===== config.mk =====
export PLATFORM = sky130hd
export DESIGN_NAME = drc_ctrl
export DESIGN_NICKNAME = d
export VERILOG_FILES = /design/src/common/drc_pkg.sv /design/src/verilog/drc_ack_sel.sv /design/src/verilog/drc_ctrl.sv
export SDC_FILE = /design/constraint.sdc
export NUM_CORES = 1
export LEC_CHECK = 0
export BUFFER_PORTS_ARGS = -buffer_cell sky130_fd_sc_hd__buf_2
export CELL_PAD_IN_SITES_DETAIL_PLACEMENT = 0
export CELL_PAD_IN_SITES_GLOBAL_PLACEMENT = 2
export CORE_UTILIZATION = 29
export CTS_CLUSTER_DIAMETER = 40
export DETAILED_ROUTE_END_ITERATION = 8
export MAX_ROUTING_LAYER = met4
export PLACE_DENSITY = 0.57
export SKIP_LAST_GASP = 1
export SYNTH_ARGS = -nofsm -noshare
export SYNTH_HDL_FRONTEND = slang
export SYNTH_SLANG_ARGS = --single-unit

===== constraint.sdc =====
create_clock -name clk -period 4.39 [get_ports clk]
set_input_delay 0.878 -clock clk [delete_from_list [all_inputs] [get_ports clk]]
set_output_delay 0.878 -clock clk [all_outputs]
set_load 0.02 [all_outputs]

===== src/common/drc_pkg.sv =====
// Functional notes
// Mixed or unrelated ports: one sync, one async; the code has a single request port, sync or async as set by port_async
// Sync gets early ack, async late or bus
// Advanced acks optimized; bus ack uses handshake timing
// Outside flops delay sync status before row strobe
// Test mode 1 splits counter, both advance
// Tester checks split counters, then carry separately
// Split counters drive address like scrubbing
// Test mode 1 blocks memory initialization
// Test mode 2 presets counter near rollover
// ECC test mode 2 skips initialization pass
// Refresh port serves interval and external requests
// Mode inputs sampled at reset release
`default_nettype none
package drc_pkg;
    localparam int unsigned ROW_BITS     = 9;
    localparam int unsigned LOW_BITS     = 5;
    localparam logic [8:0]  REF_RESET    = 9'h000;
    localparam logic [8:0]  REF_PRESET   = 9'h1FC;
    localparam int unsigned REF_INTERVAL = 64;
    localparam int unsigned INIT_ROWS    = 512;
    localparam int unsigned ADV_EARLY    = 1;
    localparam int unsigned ADV_LATE     = 2;
    localparam int unsigned BUS_ACK_WAIT = 2;
    localparam logic [1:0]  MODE_NORMAL  = 2'h0;
    localparam logic [1:0]  MODE_SPLIT   = 2'h1;
    localparam logic [1:0]  MODE_PRESET  = 2'h2;

    typedef enum logic [3:0] {
        DRC_IDLE   = 4'b0001,
        DRC_ROW    = 4'b0010,
        DRC_COL    = 4'b0100,
        DRC_DONE   = 4'b1000
    } drc_cycle_e;
endpackage
`default_nettype wire


===== src/verilog/drc_ack_sel.sv =====
`default_nettype none
module drc_ack_sel (
    input  wire logic clk,
    input  wire logic rst,
    input  wire logic cycle_speed_select,
    input  wire logic port_async,
    input  wire logic use_bus_ack,
    input  wire logic is_command,
    input  wire logic start,
    input  wire logic done,
    output logic      early_advanced_acknowledge,
    output logic      late_advanced_acknowledge,
    output logic      bus_transfer_acknowledge
);
    logic [3:0] cnt;
    logic       busy;
    logic       bus_mode;

    // Bus ack only for async command cycles with use_bus_ack; speed only shifts late point
    assign bus_mode = port_async && is_command && use_bus_ack;

    always_ff @(posedge clk or posedge rst) begin
        if (rst) begin
            cnt  <= 4'h0;
            busy <= 1'b0;
        end else if (start) begin
            cnt  <= 4'h1;
            busy <= 1'b1;
        end else if (done) begin
            busy <= 1'b0;
        end else if (busy && cnt != 4'hF) begin
            cnt <= cnt + 4'h1;
        end
    end

    // Advanced acks are single pulses timed ahead of data
    always_ff @(posedge clk or posedge rst) begin
        if (rst) begin
            early_advanced_acknowledge <= 1'b0;
            late_advanced_acknowledge  <= 1'b0;
        end else begin
            early_advanced_acknowledge <= busy && !port_async &&
                cnt == 4'(drc_pkg::ADV_EARLY);
            late_advanced_acknowledge  <= busy && port_async && !bus_mode &&
                cnt == 4'(drc_pkg::ADV_LATE + {31'h0, cycle_speed_select});
        end
    end

    // Bus ack held until the cycle ends, as the bus handshake expects
    always_ff @(posedge clk or posedge rst) begin
        if (rst) begin
            bus_transfer_acknowledge <= 1'b0;
        end else begin
            bus_transfer_acknowledge <= busy && bus_mode && !done &&
                cnt >= 4'(drc_pkg::BUS_ACK_WAIT);
        end
    end
endmodule
`default_nettype wire


===== src/verilog/drc_ctrl.sv =====
`default_nettype none
module drc_ctrl (
    input  wire logic       clk,
    input  wire logic       rst,
    input  wire logic [1:0] test_mode_pin,
    input  wire logic       ecc_mode,
    input  wire logic       cycle_speed_select,
    input  wire logic       port_async,
    input  wire logic       use_bus_ack,
    input  wire logic       req_pin,
    input  wire logic       req_is_command,
    input  wire logic       ext_refresh_pin,
    output logic            early_advanced_acknowledge,
    output logic            late_advanced_acknowledge,
    output logic            bus_transfer_acknowledge,
    output logic [8:0]      addr_out,
    output logic            row_strobe,
    output logic            col_strobe,
    output logic            init_active,
    output logic            refresh_active
);
    // ----------------------------------------
    // Input synchronisers
    // ----------------------------------------
    logic [1:0] req_s;
    logic [1:0] ref_s;
    logic [1:0] tm_s0;
    logic [1:0] tm_s1;
    logic [1:0] ecc_s;
    logic [3:0] cfg_s0;
    logic [3:0] cfg_s1;
    logic       ref_prev;

    always_ff @(posedge clk or posedge rst) begin
        if (rst) begin
            req_s    <= 2'h0;
            ref_s    <= 2'h0;
            ref_prev <= 1'b0;
        end else begin
            req_s    <= {req_s[0], req_pin};
            ref_s    <= {ref_s[0], ext_refresh_pin};
            ref_prev <= ref_s[1];
        end
    end

    // Straps keep syncing through reset so capture sees the real pins
    always_ff @(posedge clk) begin
        tm_s0  <= test_mode_pin;
        tm_s1  <= tm_s0;
        ecc_s  <= {ecc_s[0], ecc_mode};
        cfg_s0 <= {cycle_speed_select, port_async, use_bus_ack, req_is_command};
        cfg_s1 <= cfg_s0;
    end

    // ----------------------------------------
    // Mode capture at reset release
    // ----------------------------------------
    logic [1:0] mode;
    logic       mode_valid;
    logic       ecc_cap;

    // Latched once so a tester cannot change modes mid-run
    always_ff @(posedge clk or posedge rst) begin
        if (rst) begin
            mode       <= drc_pkg::MODE_NORMAL;
            ecc_cap    <= 1'b0;
            mode_valid <= 1'b0;
        end else if (!mode_valid) begin
            mode       <= tm_s1;
            ecc_cap    <= ecc_s[1];
            mode_valid <= 1'b1;
        end
    end

    wire split_mode  = mode == drc_pkg::MODE_SPLIT;
    wire preset_mode = mode == drc_pkg::MODE_PRESET;

    // ----------------------------------------
    // Refresh request sources
    // ----------------------------------------
    logic [7:0] interval_cnt;
    logic       ref_pending;
    logic       start_ref;
    wire        tick    = interval_cnt == 8'(drc_pkg::REF_INTERVAL - 1);
    wire        ext_req = ref_s[1] && !ref_prev;

    always_ff @(posedge clk or posedge rst) begin
        if (rst) begin
            interval_cnt <= 8'h00;
        end else if (mode_valid) begin
            interval_cnt <= tick ? 8'h00 : interval_cnt + 8'h01;
        end
    end

    // New request wins over the clear in the same cycle
    always_ff @(posedge clk or posedge rst) begin
        if (rst) begin
            ref_pending <= 1'b0;
        end else if (mode_valid && (tick || ext_req)) begin
            ref_pending <= 1'b1;
        end else if (start_ref) begin
            ref_pending <= 1'b0;
        end
    end

    // ----------------------------------------
    // Refresh address counter
    // ----------------------------------------
    logic [8:0] ref_addr;
    logic       addr_step;
    logic       preset_done;
    localparam int unsigned HIGH_BITS = drc_pkg::ROW_BITS - drc_pkg::LOW_BITS;
    localparam int unsigned LOW_W     = drc_pkg::LOW_BITS;

    always_ff @(posedge clk or posedge rst) begin
        if (rst) begin
            ref_addr    <= drc_pkg::REF_RESET;
            preset_done <= 1'b0;
        end else if (mode_valid && preset_mode && !preset_done) begin
            ref_addr    <= drc_pkg::REF_PRESET;
            preset_done <= 1'b1;
        end else if (addr_step && split_mode) begin
            // No carry between halves while split
            ref_addr <= {ref_addr[8 -: HIGH_BITS] + HIGH_BITS'(1),
                         ref_addr[LOW_W-1:0] + LOW_W'(1)};
        end else if (addr_step) begin
            ref_addr <= ref_addr + 9'h001;
        end
    end

    // ----------------------------------------
    // Initialization pass
    // ----------------------------------------
    logic [9:0] init_cnt;
    logic       init_done;

    always_ff @(posedge clk or posedge rst) begin
        if (rst) begin
            init_active <= 1'b0;
            init_done   <= 1'b0;
            init_cnt    <= 10'h000;
        end else if (mode_valid && !init_done) begin
            init_done   <= 1'b1;
            // Split mode means no ECC; preset mode skips the pass for fast reset
            init_active <= ecc_cap && !split_mode && !preset_mode;
        end else if (init_active && addr_step) begin
            init_cnt <= init_cnt + 10'h001;
            if (init_cnt == 10'(drc_pkg::INIT_ROWS - 1)) begin
                init_active <= 1'b0;
            end
        end
    end

    // ----------------------------------------
    // Memory cycle sequencer
    // ----------------------------------------
    drc_pkg::drc_cycle_e state;
    logic                is_ref;
    logic                done;
    logic                req_served;
    wire                 start_mem = state == drc_pkg::DRC_IDLE && req_s[1] && !ref_pending
                                     && !init_active && mode_valid && !req_served;
    assign start_ref = state == drc_pkg::DRC_IDLE && mode_valid && (ref_pending || init_active);
    assign addr_step = state == drc_pkg::DRC_DONE && is_ref;
    assign done      = state == drc_pkg::DRC_DONE;

    // Level request outlives its cycle by the sync delay; serve it only once
    always_ff @(posedge clk or posedge rst) begin
        if (rst) begin
            req_served <= 1'b0;
        end else if (done && !is_ref) begin
            req_served <= 1'b1;
        end else if (!req_s[1]) begin
            req_served <= 1'b0;
        end
    end

    always_ff @(posedge clk or posedge rst) begin
        if (rst) begin
            state  <= drc_pkg::DRC_IDLE;
            is_ref <= 1'b0;
        end else begin
            unique case (state)
                drc_pkg::DRC_IDLE: begin
                    if (start_ref || start_mem) begin
                        state  <= drc_pkg::DRC_ROW;
                        is_ref <= start_ref;
                    end
                end
                drc_pkg::DRC_ROW:  state <= drc_pkg::DRC_COL;
                drc_pkg::DRC_COL:  state <= drc_pkg::DRC_DONE;
                drc_pkg::DRC_DONE: state <= drc_pkg::DRC_IDLE;
                default:           state <= drc_pkg::DRC_IDLE;
            endcase
        end
    end

    // Same row/column timing for split or whole counter, as in scrubbing
    always_ff @(posedge clk or posedge rst) begin
        if (rst) begin
            addr_out       <= 9'h000;
            row_strobe     <= 1'b0;
            col_strobe     <= 1'b0;
            refresh_active <= 1'b0;
        end else begin
            row_strobe     <= state == drc_pkg::DRC_ROW || state == drc_pkg::DRC_COL;
            col_strobe     <= state == drc_pkg::DRC_COL;
            refresh_active <= state != drc_pkg::DRC_IDLE && is_ref;
            if (state == drc_pkg::DRC_ROW && is_ref) begin
                addr_out <= ref_addr;
            end else if (state == drc_pkg::DRC_COL && is_ref) begin
                addr_out <= ref_addr;
            end
        end
    end

    // ----------------------------------------
    // Acknowledge generation
    // ----------------------------------------
    drc_ack_sel u_ack (
        .clk                        (clk),
        .rst                        (rst),
        .cycle_speed_select         (cfg_s1[3]),
        .port_async                 (cfg_s1[2]),
        .use_bus_ack                (cfg_s1[1]),
        .is_command                 (cfg_s1[0]),
        .start                      (start_mem),
        .done                       (done && !is_ref),
        .early_advanced_acknowledge (early_advanced_acknowledge),
        .late_advanced_acknowledge  (late_advanced_acknowledge),
        .bus_transfer_acknowledge   (bus_transfer_acknowledge)
    );
endmodule
`default_nettype wire


# Word level (Yosys, flattened, before mapping)
# Cells that the tools add are included.
# word_totals
ff_bits	80
in_bits	11
output_inout_bits	16
wordCells	133
# op_classes
addsub	7
order_cmp	1
eq_ne	15
muxes	20
bitwise	1
reduce_logical	59
# op_table
cell	n
two-way mux 9 bit	5
logical AND 1 bit	32
two-way mux 4 bit	4
zero test 1 bit	12
case mux 4 bit (3 select lines)	1
nonzero test 2 bit	6
adder 10 x 1 -> 10 bit, second input constant	1
== test 10 x 9 -> 1 bit, second input constant	1
adder 9 x 1 -> 9 bit, second input constant	1
two-way mux 1 bit	9
adder 4 x 1 -> 4 bit, second input constant	2
adder 8 x 1 -> 8 bit, second input constant	1
== test 4 x 1 -> 1 bit, second input constant	2
== test 8 x 6 -> 1 bit, second input constant	1
two-way mux 8 bit	1
AND reduction 2 bit	4
adder 5 x 1 -> 5 bit, second input constant	1
== test 4 x 2 -> 1 bit, second input constant	1
== test 4 x 3 -> 1 bit, second input constant	1
== test 4 bit	1
== test 4 bit, second input constant	1
>= comparator 4 x 2 -> 1 bit, second input constant	1
logical OR 1 bit	4
inequality test 2 x 1 -> 1 bit, second input constant	2
8 further kinds	8

# Depth between registers and ports, before layout
# Gate-level depths: netlist of the first run.
# depth
ltp_word	9
depth_mapped	5

# Hierarchy
# From an unflattened synthesis of the first run, not the netlist that was laid out.
# hier_totals
cells_unflattened	258
area_unflattened_um2	3161.8
# by_module_without_submodules
mod	instances	cells_per_inst	area_per_inst_um2	seq_area_each_um2
drc_ctrl	1	216	2750.1	1732.9
drc_ack_sel	1	42	411.6	200.2

# Least setup slack after synthesis of the first run
# OpenSTA, ideal clock, no wires.
# synth_path
path_kind	register -> register
start	register state[1]
end	register init_cnt[5]
setup_ns	0.123
arrival_time_ns	1.753
required_ns	4.267
setup_slack_ns	2.514
stages_incl_launch_ff	5
synth_period_minus_slack_ns	1.876
path_cell_list	dfrtp_1 or4b_4 nor4_1 nand4_1 xnor2_1
# synth_between
elab_chain_cells	4
# synth_lines
element	line_no	text
start, declared	drc_ctrl.sv:157	drc_pkg::drc_cycle_e state;
start signal, assigned	drc_ctrl.sv:180	state <= drc_pkg::DRC_IDLE;
start signal, assigned	drc_ctrl.sv:186	state <= drc_pkg::DRC_ROW;
start signal, assigned	drc_ctrl.sv:190	drc_pkg::DRC_ROW: state <= drc_pkg::DRC_COL;
== test 4 bit	drc_ctrl.sv:164	assign addr_step = state == drc_pkg::DRC_DONE && is_ref;
logical AND 1 bit	drc_ctrl.sv:164	
logical AND 1 bit	drc_ctrl.sv:146	end else if (init_active && addr_step) begin
AND reduction 2 bit (no line)	--	
end signal, assigned	drc_ctrl.sv:147	init_cnt <= init_cnt + 10'h001;
end, declared	drc_ctrl.sv:134	logic [9:0] init_cnt;
# Every way passes these cells.
# A chain may end at the register's enable or synchronous reset.

# Worst setup path in the final report of the first run
# Same ends and word-level chain as after synthesis.

==> results.ini, run 1 <==
[status]
status=completed

[logic_synthesis]
avgSynthCellArea_um2=12.1
synth_compound_area_frac=0.0651
ys_seq_area_frac=0.613
synth_adder_area_share=0.0278
ys_ff_latch=80
syn-cell-area_um2=3150
synthSimpleGateAreaFrac=0.173
synth_xor_area_frac=0.0528
synthFlopType=dfrtp_1
synth.distinct_cells=43
synthMuxAreaShare=0.0536
synth_warnings=0
synth_cells=261
synth_edf_count=0
syn_nets=279
synth_top_family_by_area=simple AND/OR/NAND/NOR gates
async_reset_ff_frac=0.825

[routing]
routed-wl-met3_um=175
drtIter0Drc=88
drtAntennaViolNets=0
post_drt_via_cell_ratio=4.66
wire_per_inst_um=13.6
wl_met1_mm=3.03
first_pass_iters=4
num_vias=2036
routed_wl_mm=5.94
routed.top_layer=met4
drt_drc_violations_left=0
met2WireLength_mm=2.63

[sta]
hold_viol=0
fin_tns_setup_ns=0
period_needed_ns=2.15
rsz0062_at_grt=false
setup_ws_ns=2.24
worst_pin_slew_ns=0.743
setup_viol=0
fin_crit_sh=0.490
relSlewSlack=0.498
drv_slew=0
fin_worst_skew_ns=0.0136
max_freq_ghz=0.465

[cts]
cts_buffer_depth=2
clk_pin_slew_ns=0.09
clkSinkCount=80
postCtsHoldBufs=0
cts_resized=0
clock-root-buffer=clkbuf_8
clk_latency_ns=0.36
cts_buffers=9
postCtsSetupBuffers=0
h-tree-depth=3
cts_tree=yes

[global_route]
grt_usage=0.124
grt-ovfl-total=0
grt_start_max_net_pins=40
antenna_found_initial=0
grt_pass1_wl_mm=10.4
grt_pass1_vias=2042

[final_layout]
antenna_cells=0
drive_gt1_frac=0.223
fin_area_um2=3650
mostFrequentLayoutCell=dfrtp_1
mostFrequentLayoutCells=65 x dfrtp_1, 26 x buf_2, 22 x nand2_1
area_delta_synth_final_pct=15.8
layout.nets=314

[setup_path]
cp_top_family=simple AND/OR/NAND/NOR gates
cp_slowest_stage_delay_ns=0.65
cp-end-kind=flip-flop
critPathSlowestCell=nor4_1
start_kind=flip-flop
critPathBufInv=0
critPathArrivalTime_ns=2.40
worst-path-max-fanout=7
crit_required_ns=4.64
crit_type=flip-flop to flip-flop
path_cells=or4b_4, nor4_1, nand4_1, xnor2_1

[floorplan]
die_h_um=106
rows=37
die_area_um2=11300
ios=27
start_util=0.303
die_x_um=106
placeableCoreArea_um2=10400

[power_and_ir_drop]
p_sw_frac=0.328
comb_power_share=0.213
p_leak_nw=1.56
power.density_nw_per_um2=553
netSwitchingPower_mw=0.662
pwr-share-clk=0.266
ir_worst_vdd_mv=0.264
intPower_mw=1.36
p_seq_frac=0.520
p_total_mw=2.02

[min_path]
hp-class=flip-flop to flip-flop

[placement]
io_buffers=26
place_area_um2=3450
pre_cts_ws_ns=2.22
dp_hpwl_mm=4.09
place.gp.congestion=0.693

[flow_run]
cap_violations=0

[worst paths after layout]
check	startpoint	cells after the start	end	slack, ns
hold / removal	tm_s0[1]	0	tm_s1[1]	0.33
setup reg to reg	state[1]	4	init_cnt[5]	2.24
hold reg to reg	tm_s0[1]	0	tm_s1[1]	0.33
min in group asynchronous	rst	2	init_cnt[4]	0.58
setup / recovery	state[1]	4	init_cnt[5]	2.24
max in group asynchronous	rst	3	interval_cnt[0]	2.86
[cells in the mapped netlist (all sizes together) (2+ instances only)]
master,n,area share
nor4,2,0.0040
a211oi,2,0.0048
xor2,7,0.019
nor2b,4,0.0079
mux2,15,0.054
a21oi,6,0.0095
a22oi,2,0.0048
nand3,12,0.019
xnor2,12,0.033
nand2,22,0.026
and3,5,0.0099
nor3,7,0.013
nand2b,3,0.0060
nor2,12,0.014
and2,4,0.0079
or4b,2,0.0075
o21ai,10,0.016
ha,7,0.028
dfxtp,14,0.089
clkbuf,2,0.0024
dfrtp,65,0.52
o31ai,3,0.0071
nand4,9,0.018
inv,8,0.0095
or4,3,0.0083
nor4b,7,0.021
a31oi,2,0.0040
a41oi,3,0.0083
[state kept, by name (all words and copies together) (netlist names), 2 cells and up]
| register | flops |
|---|---|
| cfg_s0 | 4 |
| ref_addr | 9 |
| cfg_s1 | 4 |
| ecc_s | 2 |
| u_ack.cnt | 4 |
| mode | 2 |
| ref_s | 2 |
| interval_cnt | 8 |
| state | 4 |
| init_cnt | 10 |
| tm_s0 | 2 |
| tm_s1 | 2 |
| addr_out | 9 |
| req_s | 2 |
[cell type report]
cell class                 count  area (µm²)
timing repair buffer          27         138
sequential                    80        1930
clock inverter                 4        25.0
multi-input combinational    170        1180
tap                          136         170
inverter                       8        30.0
fill                        1053        6770
clock buffer                  12         176
[metrics by stage]
step / hold WS (ns) / instances / utilization
final: 0.331 / 437 / 0.350
after global placement: 0.310 / 421 / 0.331
after floorplan: 0.310 / 261 / -
after CTS: 0.332 / 437 / 0.350
after detailed placement: 0.312 / 421 / 0.331
after global routing: 0.339 / 437 / 0.350
[power groups by stage]
stage | Combinational, mW | Clock [mW] | Sequential (mW)
after floorplan | 0.288 | 0 | 1.07
after global placement | 0.441 | 0 | 1.06
after detailed placement | 0.440 | 0 | 1.07
after CTS | 0.441 | 0.563 | 1.05
after global routing | 0.491 | 0.595 | 1.09
final | 0.431 | 0.538 | 1.05
[kinds of logic after synthesis]
family / count (synthesis)
xor+xnor: 19
simple gates: 96
other cells: 1
fa+ha+maj: 7
compound gates: 32
mux: 15
flops: 80
buf+inv: 11
[metal layers]
layer | GRT usage | up-vias
li1 | - | 1005
met1 | 0.163 | 995
met2 | 0.175 | 27
met3 | 0.0349 | 9
met4 | 0.0625 | 0
met5 | - | -
(Power assumes the default switching activity.)
==> inputs of run 2 (changes only) <==
Settings changed: PLACE_DENSITY 0.57 to 0.59.
Clock period 4.39 ns to 1.8 ns, I/O delays scaled along.
==> results.ini, run 2 (synthesis results as in run 1) <==
[power_and_ir_drop]
pwr-share-clk=0.243  ; -0.023
ir_worst_vdd_mv=0.499  ; +89%
comb_power_share=0.259  ; +0.046
p_leak_nw=1.67  ; +6.7%
p_sw_frac=0.339  ; +0.0118
intPower_mw=3.32  ; +140%
netSwitchingPower_mw=1.71  ; +160%
p_seq_frac=0.498  ; -0.022
power.density_nw_per_um2=1300  ; +130%

[routing]
drtIter0Drc=125  ; +42%
post_drt_via_cell_ratio=4.58  ; -1.8%
drtAntennaViolNets=0  ; unchanged
wire_per_inst_um=12.8  ; -5.6%
drt_drc_violations_left=0  ; unchanged
num_vias=2101  ; +3.2%
first_pass_iters=4  ; unchanged
routed_wl_mm=5.89  ; -0.84%

[floorplan]
placeableCoreArea_um2=10400  ; unchanged
die_area_um2=11300  ; unchanged
die_x_um=106  ; unchanged
start_util=0.303  ; unchanged
ios=27  ; unchanged
rows=37  ; unchanged
die_h_um=106  ; unchanged

[setup_path]
worst-path-max-fanout=4  ; -3
critPathArrivalTime_ns=2.04  ; -0.36 ns
cp-end-kind=flip-flop
path_cells=or4b_4, or4_4, buf_4, xnor2_1
cp_slowest_stage_delay_ns=0.57  ; -0.08 ns
start_kind=flip-flop
crit_type=flip-flop to flip-flop
crit_required_ns=2.03  ; -2.61 ns
r2r_cells=4  ; unchanged
critPathSlowestCell=or4b_4

[global_route]
grt_pass1_wl_mm=10.4  ; -0.20%
antenna_found_initial=0  ; unchanged
grt_usage=0.121  ; -0.00295
grt_pass1_vias=2031  ; -0.54%
grt-ovfl-total=0  ; unchanged
grt_start_max_net_pins=67  ; +68%

[flow_run]
cap_violations=0  ; unchanged

[sta]
fin_worst_skew_ns=0.00867  ; -0.00494 ns
rsz0062_at_grt=true
hold_viol=0  ; unchanged
fin_crit_sh=1.01  ; +0.516
setup_viol=1  ; +1
max_freq_ghz=0.552  ; +19%
period_needed_ns=1.81  ; -0.341 ns
setup_ws_ns=-0.0104  ; -2.25 ns
fin_tns_setup_ns=-0.0104  ; -0.0104 ns
drv_slew=0  ; unchanged

[final_layout]
largest-register=init_cnt
layout.nets=336  ; +7.0%
antenna_cells=0  ; unchanged
largest_reg_flops=10  ; unchanged
reg_top3=init_cnt x10, addr_out x9, ref_addr x9
area_delta_synth_final_pct=22.9
mostFrequentLayoutCells=65 x dfrtp_1, 26 x buf_2, 22 x nand2_1, 22 x buf_4, 15 x mux2_2
mostFrequentLayoutCell=dfrtp_1
drive_gt1_frac=0.297  ; +0.0746

[status]
status=complete, but fails checks
failed_checks=negative setup slack

[cts]
clk_pin_slew_ns=0.09  ; about the same
cts_tree=yes
cts_buffers=9  ; unchanged
clock-root-buffer=clkbuf_8
h-tree-depth=3  ; unchanged
cts_buffer_depth=2  ; unchanged
clkSinkCount=80  ; unchanged
clk_latency_ns=0.35  ; about the same

[placement]
io_buffers=26  ; unchanged
place.gp.congestion=0.703  ; +1.5%
dp_hpwl_mm=3.93  ; -3.9%
pre_cts_ws_ns=-0.0577  ; -2.28 ns

[min_path]
hp-class=input port to async pin

run 2: changes by cell type in the layout (fill, tap and decap cells not counted), moves of 3 or more:
cell      previous run  this run
buf_4                1        22
clkinv_4             0         3
o21ai_0             10         7
o21ai_1              0         3
run 2: area by class of cell:
class	count	area, µm²
inverter	8	33.8
multi-input combinational	170	1240
tap	136	170
clock inverter	6	51.3
sequential	80	1930
timing repair buffer	49	315
clock buffer	10	128
fill	1035	6540
run 2: what timing repair did:
| action | 4_1_cts | 5_1_grt |
|---|---|---|
| setup endpoints to repair | 7 | 15 |
| pin swaps | 1 | 1 |
| hold buffers | 0 | 0 |
| resized for setup | 4 | 10 |
| buffers inserted | 0 | 2 |
| hold endpoints to repair | 0 | 0 |
run 2: stage by stage:
step | instances | area, µm² | util | hold WS (ns) | total power [mW]
2_1_floorplan | 261 | 3160 | - | 0.310 | 3.31
3_3_place_gp | 441 | 3610 | 0.347 | 0.312 | 3.79
3_5_place_dp | 441 | 3610 | 0.347 | 0.312 | 3.79
4_1_cts | 457 | 3810 | 0.366 | 0.0821 | 5.06
5_1_grt | 459 | 3870 | 0.372 | 0.0733 | 5.39
6_report | 459 | 3870 | 0.372 | 0.0912 | 5.03
run 2: path summary, 6_finish.rpt:
check / startpoint / to / slack (ns)
hold / removal: rst / addr_out[1] / 0.09
hold reg to reg: tm_s0[0] / tm_s1[0] / 0.33
setup reg to reg: state[1] / init_cnt[2] / -0.01
min in group clk: test_mode_pin[0] / tm_s0[0] / 0.10
setup / recovery: state[1] / init_cnt[2] / -0.01
max in group asynchronous: rst / state[0] / 1.40
run 2: metal layers:
metal  share of wire  wire length, µm  GRT usage
met2            0.46             2720      0.174
met1            0.49             2860      0.160
met5               0                0          -
met3           0.039              229     0.0392
met4           0.013               78     0.0427
run 2: critical path, delay by kind of cell (launching register included):
kind                      cells  cell delay [ns]
and+or+nand+nor               2             1.03
DFF                           1             0.41
buffers and inverters         1             0.15
xor gates and xnor gates      1             0.11
run 2: power groups by stage:
stage / Combinational (mW) / Clock [mW] / Sequential [mW]
5_1_grt: 1.46 / 1.35 / 2.58
3_5_place_dp: 1.25 / 0 / 2.54
4_1_cts: 1.28 / 1.28 / 2.51
2_1_floorplan: 0.703 / 0 / 2.61
3_3_place_gp: 1.25 / 0 / 2.54
6_report: 1.30 / 1.22 / 2.51
